$ cat config.mk
export PLATFORM = sky130hd
export DESIGN_NAME = ffrc_top
export DESIGN_NICKNAME = d
export VERILOG_FILES = /design/src/verilog/ffrc_pkg.sv /design/src/verilog/ffrc_top.sv
export VERILOG_INCLUDE_DIRS = /design/src /design/src/verilog
export SDC_FILE = /design/constraint.sdc
export NUM_CORES = 1
export LEC_CHECK = 0
export BUFFER_PORTS_ARGS = -buffer_cell sky130_fd_sc_hd__buf_2
export CELL_PAD_IN_SITES_DETAIL_PLACEMENT = 1
export CELL_PAD_IN_SITES_GLOBAL_PLACEMENT = 2
export CORE_AREA = 2 2 168 170
export CTS_CLUSTER_DIAMETER = 150
export DETAILED_ROUTE_END_ITERATION = 7
export DIE_AREA = 0 0 170 172
export MAX_ROUTING_LAYER = met4
export PLACE_DENSITY = 0.76
export SLEW_MARGIN = 20
export SYNTH_ARGS = -nofsm -noshare
export SYNTH_HDL_FRONTEND = slang
export SYNTH_SLANG_ARGS = --single-unit
$ cat constraint.sdc
create_clock -name i_clock -period 3.7 [get_ports i_clock]
set_input_delay 0.37 -clock i_clock [delete_from_list [all_inputs] [get_ports i_clock]]
set_output_delay 0.37 -clock i_clock [all_outputs]
set_load 0.01 [all_outputs]
$ cat src/verilog/ffrc_params.svh
// Offsets, field positions, reset values and timing constants
`ifndef FFRC_PARAMS_SVH
`define FFRC_PARAMS_SVH

// =============================================================
// Register offsets (byte addresses)
`define FFRC_OFF_CTRL     8'h00
`define FFRC_OFF_IMPACT   8'h04
`define FFRC_OFF_STATUS   8'h08
`define FFRC_OFF_FLAGS    8'h0C

// =============================================================
// Control register fields
`define FFRC_CTRL_CEIL_LSB   0
`define FFRC_CTRL_LONG_BIT   2
`define FFRC_CTRL_REQ_BIT    3
`define FFRC_CTRL_DONE_BIT   4

// =============================================================
// Reset values
`define FFRC_RST_CEIL        2'h1
`define FFRC_RST_LONG        1'h1
`define FFRC_RST_IMPACT      12'h666
`define FFRC_RST_TALLY       4'h1

// =============================================================
// Tally ceilings
`define FFRC_CEIL_00         4'h2
`define FFRC_CEIL_01         4'h6
`define FFRC_CEIL_10         4'h8
`define FFRC_CEIL_11         4'hC

// =============================================================
// Times, clock period and derived counts
`define FFRC_CLK_NS          5
`define FFRC_T_FB_NS         8000
`define FFRC_T_SC_NS         500000
`define FFRC_T_LONG_NS       9000000
`define FFRC_T_SHORT_NS      900000
`define FFRC_T_REL_NS        8000000
`define FFRC_T_STUCK_US      8000000
`define FFRC_FB_CYC  ((`FFRC_T_FB_NS + `FFRC_CLK_NS - 1) / `FFRC_CLK_NS)

`endif

$ cat src/verilog/ffrc_pkg.sv
// Types shared by the fail-safe fault and reset control block
package ffrc_pkg;

  // =============================================================
  // Sequencer states
  typedef enum logic [5:0] {
    ST_STBY  = 6'b000001,
    ST_WAKE  = 6'b000010,
    ST_RUN   = 6'b000100,
    ST_PULSE = 6'b001000,
    ST_EXT   = 6'b010000,
    ST_DEEP  = 6'b100000
  } ffrc_state_e;

  // =============================================================
  // APB carriers
  typedef struct packed {
    logic        psel;
    logic        penable;
    logic        pwrite;
    logic [7:0]  paddr;
    logic [31:0] pwdata;
  } ffrc_apb_req_s;

  typedef struct packed {
    logic [31:0] prdata;
    logic        pready;
    logic        pslverr;
  } ffrc_apb_rsp_s;

  // =============================================================
  // Whole state of the block
  typedef struct packed {
    ffrc_state_e   state;
    logic [3:0]    tally;
    logic [1:0]    ceiling;
    logic          pulse_long;
    logic [11:0]   impact;
    logic          init_phase;
    logic [9:0]    flags;
    logic          fault_rst;
    logic          seen_high;
    logic [31:0]   cnt;
    logic [31:0]   stuck_cnt;
    logic [31:0]   sc_cnt;
    logic          sc_done;
    logic [1:0][10:0] fcnt;
    logic [1:0]    filt;
    logic [5:0]    rail_q;
    logic [1:0]    corr_q;
    logic          rst_oe;
    logic          pg_oe;
    ffrc_apb_rsp_s apb;
  } ffrc_regs_s;

endpackage

$ cat src/verilog/ffrc_top.sv
// Fail-safe fault tally, power-ok and reset pin sequencer with APB
`include "ffrc_params.svh"

module ffrc_top #(
  parameter int unsigned P_SC_CYC    = `FFRC_T_SC_NS / `FFRC_CLK_NS,
  parameter int unsigned P_LONG_CYC  = `FFRC_T_LONG_NS / `FFRC_CLK_NS,
  parameter int unsigned P_SHORT_CYC = `FFRC_T_SHORT_NS / `FFRC_CLK_NS,
  parameter int unsigned P_REL_CYC   = `FFRC_T_REL_NS / `FFRC_CLK_NS,
  parameter int unsigned P_STUCK_CYC =
    `FFRC_T_STUCK_US * (1000 / `FFRC_CLK_NS)
)(
  input  wire logic                    i_clock,
  input  wire logic                    i_reset_n,
  input  wire ffrc_pkg::ffrc_apb_req_s i_apb,
  output ffrc_pkg::ffrc_apb_rsp_s      o_apb,
  input  wire logic [2:0]              i_rail_over,
  input  wire logic [2:0]              i_rail_under,
  input  wire logic [2:0]              i_otp_pg_assign,
  input  wire logic                    i_otp_pg_reset_link,
  input  wire logic                    i_register_corruption_flag,
  input  wire logic                    i_progmem_corruption_flag,
  input  wire logic                    i_standby,
  input  wire logic                    i_reset_out_n_in,
  input  wire logic                    i_power_ok_n_in,
  output logic                         o_reset_out_n_out,
  output logic                         o_reset_out_n_oe,
  output logic                         o_power_ok_n_out,
  output logic                         o_power_ok_n_oe,
  output logic                         o_deep_failsafe_mode
);
  import ffrc_pkg::*;

  localparam logic [10:0] FB_LAST = 11'(`FFRC_FB_CYC - 1);

  ffrc_regs_s  r;
  ffrc_regs_s  next_r;
  logic [5:0]  rail;
  logic [5:0]  rail_rise;
  logic [5:0]  rst_en;
  logic [1:0]  corr_rise;
  logic        pg_fault;
  logic        rail_rst_evt;
  logic        inc;
  logic        mcu_req;
  logic        ev_other;
  logic        sc_cond;
  logic [9:0]  set_f;
  logic [9:0]  clr_f;
  logic [3:0]  ceil_val;
  logic [31:0] pulse_cyc;
  logic        acc;
  logic        wr;
  logic        active;

  // =============================================================
  // Next-state logic
  always_comb
  begin
    next_r    = r;
    set_f     = '0;
    clr_f     = '0;
    inc       = 1'b0;
    mcu_req   = 1'b0;
    rail      = {i_rail_under, i_rail_over};
    rail_rise = rail & ~r.rail_q;
    corr_rise = {i_progmem_corruption_flag, i_register_corruption_flag}
                & ~r.corr_q;
    next_r.rail_q = rail;
    next_r.corr_q = {i_progmem_corruption_flag, i_register_corruption_flag};
    active    = (r.state != ST_STBY) && (r.state != ST_DEEP);
    for (int k = 0; k < 3; k++)
    begin
      rst_en[k]     = r.impact[4 * k + 1];
      rst_en[k + 3] = r.impact[4 * k + 3];
    end
    pg_fault = |((i_rail_over | i_rail_under) & i_otp_pg_assign);
    rail_rst_evt = |(rail_rise & rst_en);
    unique case (r.ceiling)
      2'b00: ceil_val = `FFRC_CEIL_00;
      2'b01: ceil_val = `FFRC_CEIL_01;
      2'b10: ceil_val = `FFRC_CEIL_10;
      2'b11: ceil_val = `FFRC_CEIL_11;
    endcase
    pulse_cyc = r.pulse_long ? P_LONG_CYC : P_SHORT_CYC;

    // Read-back filters; the raw pin may bounce on the slow RC edge
    for (int i = 0; i < 2; i++)
    begin
      if ((i == 0 ? i_reset_out_n_in : i_power_ok_n_in) == r.filt[i])
        next_r.fcnt[i] = '0;
      else if (r.fcnt[i] == FB_LAST)
      begin
        next_r.filt[i] = ~r.filt[i];
        next_r.fcnt[i] = '0;
      end
      else
        next_r.fcnt[i] = r.fcnt[i] + 11'h1;
    end

    // APB slave: one wait cycle, answer registered
    acc = i_apb.psel && i_apb.penable;
    wr  = acc && r.apb.pready && i_apb.pwrite;
    next_r.apb.pready  = acc && !r.apb.pready;
    next_r.apb.pslverr = 1'b0;
    next_r.apb.prdata  = '0;
    if (acc && !r.apb.pready)
    begin
      unique case (i_apb.paddr)
        `FFRC_OFF_CTRL:
          next_r.apb.prdata = {27'h0, r.init_phase, 1'b0, r.pulse_long,
                               r.ceiling};
        `FFRC_OFF_IMPACT:
          next_r.apb.prdata = {20'h0, r.impact};
        `FFRC_OFF_STATUS:
          next_r.apb.prdata = {20'h0, r.filt, r.state, r.tally};
        `FFRC_OFF_FLAGS:
          next_r.apb.prdata = {22'h0, r.flags};
        default:
          next_r.apb.pslverr = 1'b1;
      endcase
    end
    if (wr && i_apb.paddr == `FFRC_OFF_CTRL)
    begin
      next_r.pulse_long = i_apb.pwdata[`FFRC_CTRL_LONG_BIT];
      mcu_req = i_apb.pwdata[`FFRC_CTRL_REQ_BIT];
      if (r.init_phase)
      begin
        next_r.ceiling = i_apb.pwdata[`FFRC_CTRL_CEIL_LSB +: 2];
        if (i_apb.pwdata[`FFRC_CTRL_DONE_BIT])
          next_r.init_phase = 1'b0;
      end
    end
    if (wr && i_apb.paddr == `FFRC_OFF_IMPACT && r.init_phase)
      next_r.impact = i_apb.pwdata[11:0];
    if (wr && i_apb.paddr == `FFRC_OFF_FLAGS)
      clr_f = i_apb.pwdata[9:0];

    // Flags for every rail fault, resetting or not, for software diagnosis
    set_f[5:0] = rail_rise;

    // Fixed-reaction faults only count; they drive a pin only once the tally enters deep mode
    if (active && |corr_rise)
    begin
      inc = 1'b1;
      set_f[9:8] = corr_rise;
    end
    sc_cond = r.rst_oe && r.filt[0];
    if (sc_cond && active)
    begin
      if (r.sc_cnt == P_SC_CYC - 1)
      begin
        if (!r.sc_done)
        begin
          inc = 1'b1;
          set_f[7] = 1'b1;
          next_r.sc_done = 1'b1;
        end
      end
      else
        next_r.sc_cnt = r.sc_cnt + 32'h1;
    end
    else
    begin
      next_r.sc_cnt = '0;
      if (!r.rst_oe)
        next_r.sc_done = 1'b0;
    end
    ev_other = inc;

    // Sequencer
    unique case (r.state)
      ST_STBY:
        if (!i_standby)
        begin
          next_r.state      = ST_WAKE;
          next_r.cnt        = '0;
          next_r.tally      = `FFRC_RST_TALLY;
          next_r.init_phase = 1'b1;
        end
      ST_WAKE:
        if (r.cnt == P_REL_CYC - 1)
        begin
          next_r.state     = ST_RUN;
          next_r.seen_high = 1'b0;
        end
        else
          next_r.cnt = r.cnt + 32'h1;
      ST_RUN:
      begin
        if (r.filt[0])
          next_r.seen_high = 1'b1;
        if (rail_rst_evt)
        begin
          inc = 1'b1;
          next_r.state     = ST_PULSE;
          next_r.fault_rst = 1'b1;
          next_r.cnt       = '0;
        end
        else if (mcu_req)
        begin
          next_r.state     = ST_PULSE;
          next_r.fault_rst = 1'b0;
          next_r.cnt       = '0;
        end
        else if (r.seen_high && !r.filt[0])
        begin
          inc = 1'b1;
          set_f[6] = 1'b1;
          next_r.state = ST_EXT;
        end
      end
      ST_PULSE:
        // A length change mid-pulse must not let the count run past the end
        if (r.cnt >= pulse_cyc - 1)
        begin
          next_r.state     = ST_RUN;
          next_r.seen_high = 1'b0;
          next_r.fault_rst = 1'b0;
        end
        else
          next_r.cnt = r.cnt + 32'h1;
      ST_EXT:
        if (r.filt[0])
          next_r.state = ST_RUN;
      ST_DEEP:
        next_r.state = ST_DEEP;
    endcase

    // Tally; the step that would reach the ceiling ends in deep mode
    if (inc && active)
    begin
      if (r.tally + 4'h1 >= ceil_val)
        next_r.state = ST_DEEP;
      else
        next_r.tally = r.tally + 4'h1;
    end

    // Stuck-low escape, measured on the filtered level
    if (!r.filt[0] && active)
    begin
      if (r.stuck_cnt == P_STUCK_CYC - 1)
        next_r.state = ST_DEEP;
      else
        next_r.stuck_cnt = r.stuck_cnt + 32'h1;
    end
    else
      next_r.stuck_cnt = '0;

    if (i_standby)
      next_r.state = ST_STBY;

    // Set wins over a same-cycle software clear
    next_r.flags = (r.flags & ~clr_f) | set_f;

    // Pin drives; power-ok never follows reset unless linked
    next_r.pg_oe = (next_r.state == ST_STBY) || pg_fault
                   || (i_otp_pg_reset_link && next_r.fault_rst
                       && next_r.state == ST_PULSE);
    next_r.rst_oe = next_r.pg_oe
                    || (next_r.state != ST_RUN
                        && next_r.state != ST_EXT);
  end

  // =============================================================
  // State register
  always_ff @(posedge i_clock or negedge i_reset_n)
  begin
    if (!i_reset_n)
    begin
      r            <= '0;
      r.state      <= ST_STBY;
      r.tally      <= `FFRC_RST_TALLY;
      r.ceiling    <= `FFRC_RST_CEIL;
      r.pulse_long <= `FFRC_RST_LONG;
      r.impact     <= `FFRC_RST_IMPACT;
      r.init_phase <= 1'b1;
      r.rst_oe     <= 1'b1;
      r.pg_oe      <= 1'b1;
    end
    else
      r <= next_r;
  end

  assign o_apb                = r.apb;
  assign o_reset_out_n_out    = 1'b0;
  assign o_power_ok_n_out     = 1'b0;
  assign o_reset_out_n_oe     = r.rst_oe;
  assign o_power_ok_n_oe      = r.pg_oe;
  // One-hot code: the deep bit is a flop of its own
  assign o_deep_failsafe_mode = r.state[5];
endmodule
==> impl_metrics.yaml <==
run_status:
  outcome: "complete, but fails checks"
  violations: "hold timing"
setup_path:
  crit_type: "reg2reg"
  start_kind: "register"
  r2r_start: "r[190]$_DFFE_PN1N_"
  crit_start: "r[190]$_DFFE_PN1N_"
  endpoint_kind: "register"
  crit_fanout: 12
  required_ps: 4050
  crit_arrival_ps: 3480
route:
  initialDrtViolationCount: 381
  vias: 7118
  drc: 0
  antenna_left: 0
  first_pass_iters: 4
  routedWlPerCell_um: 16.5
  via_per_inst: 5.18
  totalWireLength_um: 22700
power:
  swShare_pct: 28.9
  ir_drop_mv: 0.284
  power.total_mw: 4.52
  combPwrFrac_pct: 12.5
  pwr_density_cell_nw_per_um2: 427
  p_int_mw: 3.22
  p_switching_mw: 1.31
  leakagePower_nw: 4.58
  seqPwrFrac_pct: 47.3
  pwr-share-clk_pct: 40.2
sta:
  whs_ps: -12.4
  setup_viol_count_final: 0
  period_minus_slack_ps: 3120
  drv_slew: 0
  fin_skew_ps: 20.3
  tightest_slew_ps: 868
  clock.fmax_ghz: 0.320
  final.setup.tns_ps: 0
  post-route-period-util_pct: 84.4
  rsz0062_at_grt: "false"
  relSlewSlack_pct: 42.0
  finalHoldViolations: 11
floorplan:
  die_h_um: 172
  num_rows: 61
  dieArea_um2: 29200
  io_pins: 99
  die_w_um: 170
  start_util_pct: 34.5
  core_um2: 27500
synthesis:
  synth_flop_cell: "dfrtp_1"
  yosysSeqAreaShare_pct: 48.4
  synth_warnings: 0
  synth_area_leaders: "dfrtp_1 (45%), nor2_1 (5.2%), xnor2_1 (4.6%), xor2_1 (4.1%), dfstp_2 (3.6%)"
  synth-seq-cells: 183
  async_flop_share_pct: 100
  yosysUniqueCellTypes: 61
  yosysTopAreaCell: "dfrtp_1"
  avgSynthCellArea_um2: 9.76
  synth_top_area_share_pct: 44.8
  synth_edf_count: 0
  synthCells: 972
  syn_area_um2: 9490
global_routing:
  grt_pass1_wl_um: 38100
  grtUsageTotal_pct: 16.9
  overflow: 0
  antenna_found_initial: 0
  grt_max_degree: 89
  grt_pass1_vias: 7265
job:
  drv_cap: 0
final_layout:
  diodes: 0
  layout.nets: 1091
  fin_util_pct: 38.5
  fin_area_um2: 10600
  area.growth.synth_to_final_pct: 11.6
  final_cell_count_no_fill: 1374
  drive_above_1_share_pct: 15.1
placement:
  dpl.cell_count: 1342
  place_area_um2: 9990
  place_congestion: 0.784
  dp_hpwl_um: 16100
  io_buffer_count: 56
clocking:
  holdBufCountCts: 0
  clockRootBuffer: "clkbuf_16"
  clockBufferDepth: 2
  htree_levels: 4
  numCtsBuffers: 17
  cts_num_sinks: 183
  postCtsSetupBuffers: 0
  cts_tree: "done"
  cts_resized: 0
  cts.clk_slew.worst_paths_ps: 70
  insertion_delay_ps: 440
worst_hold_path:
  hold_path_class: "in2async"
-- cell usage after synthesis (3+ instances only) --
master	number
or4_1	4
dfstp_2	13
nand3_1	54
a21o_1	5
and3_1	30
mux2_2	24
or3_1	17
nor3b_1	6
nor4b_1	5
nand4_1	27
nand4b_1	5
nand3b_1	6
nor2_1	132
nor4_1	17
and4_1	12
mux2i_1	3
clkbuf_1	23
mux4_2	4
dfrtp_1	170
ha_1	16
or2_2	3
xnor2_1	50
and4b_1	3
o21ai_0	31
a22oi_1	8
nor2b_1	9
buf_4	36
xor2_1	44
inv_1	20
nand2_1	89
nor3_1	21
a21oi_1	33
and2_1	7
buf_2	4
a22o_1	5
-- layout make-up --
type                            instances  area [µm²]
Tap cell                              346         433
Sequential cell                       183        4600
Timing Repair Buffer                   69         387
Inverter                               20        75.1
Clock inverter                         14         160
Multi-Input combinational cell        724        4500
Clock buffer                           18         429
Fill cell                            3159       16900
-- cell families after synthesis --
kind of cell	synth area share, %
AOI/OAI and AO/OA	6.61
xor gates and xnor gates	8.68
adders and majority gates	2.11
buffers and inverters	5.04
DFF	48.4
muxes	4.12
other	0.0395
and+or+nand+nor	25.0
-- path summary, 6_finish.rpt --
| check | end | slack [ps] | cells past startpoint |
|---|---|---|---|
| setup reg to reg | r[156]$_DFFE_PN0P_ | 580 | 9 |
| setup / recovery | r[156]$_DFFE_PN0P_ | 580 | 9 |
| min in group i_clock | r[43]$_DFF_PN0_ | 60 | 1 |
| hold reg to reg | r[167]$_DFF_PN0_ | 470 | 1 |
| hold / removal | r[161]$_DFFE_PN0P_ | -10 | 1 |
| max in group asynchronous | r[128]$_DFFE_PN0P_ | 2750 | 2 |
-- critical path, cell delays in order (launching register included) --
cell	delay, ps
dfstp_2	580
inv_1	120
ha_1	310
o21ai_0	160
nor2_1	70
nor3_2	190
a21oi_1	250
or4_1	810
or3_1	420
a21oi_1	140
-- power by group through the flow --
stage	logic (mW)	registers, mW	clock network [mW]
floorplan	0.396	2.14	0
global placement	0.561	2.17	0
detailed placement	0.578	2.18	0
CTS	0.580	2.14	1.89
global route	0.641	2.15	1.97
finish	0.564	2.14	1.82
-- metrics by stage --
stage / setup WS (ps) / hold WS [ps]
2_1_floorplan: 1000 / 74.4
4_1_cts: 582 / 7.75
5_1_grt: 314 / 39.1
3_3_place_gp: 667 / 443
6_report: 576 / -12.4
3_5_place_dp: 602 / 460
-- routing by layer --
layer	vias up	GRT usage, %	part of all wire (%)
met5	-	-	0
met4	0	4.79	0.94
li1	3432	-	-
met1	3571	22.8	50
met2	101	26.9	47
met3	14	2.22	2.3
-- state kept, by name, summed over array words and instances (netlist names) --
signal and count:
o_reset_out_n_oe 1, o_deep_failsafe_mode 1, r 166, o_apb 14, o_power_ok_n_oe 1
-- cells in the final DEF, fill, tap and decap left out, types with 3 or more instances in the layout --
cell	instances
inv_1	20
a21o_1	5
mux2i_1	3
or3_1	17
nand3_1	54
nor2_1	132
nand3b_1	6
nor3b_1	6
clkbuf_16	17
and3_1	30
nand2_1	89
and4b_1	3
dfrtp_1	170
nor2b_1	9
inv_8	4
nor4_1	17
a21oi_1	32
and4_1	12
conb_1	22
clkinv_4	5
nand4_1	27
nand4b_1	5
xor2_1	44
o21ai_0	31
nor3_1	21
nor4b_1	5
mux4_2	4
mux2_2	24
dfstp_2	13
a22oi_1	8
or4_1	4
a22o_1	5
buf_2	55
or2_2	3
xnor2_1	50
and2_1	7
ha_1	16
buf_4	13
(Power assumes the default switching activity.)
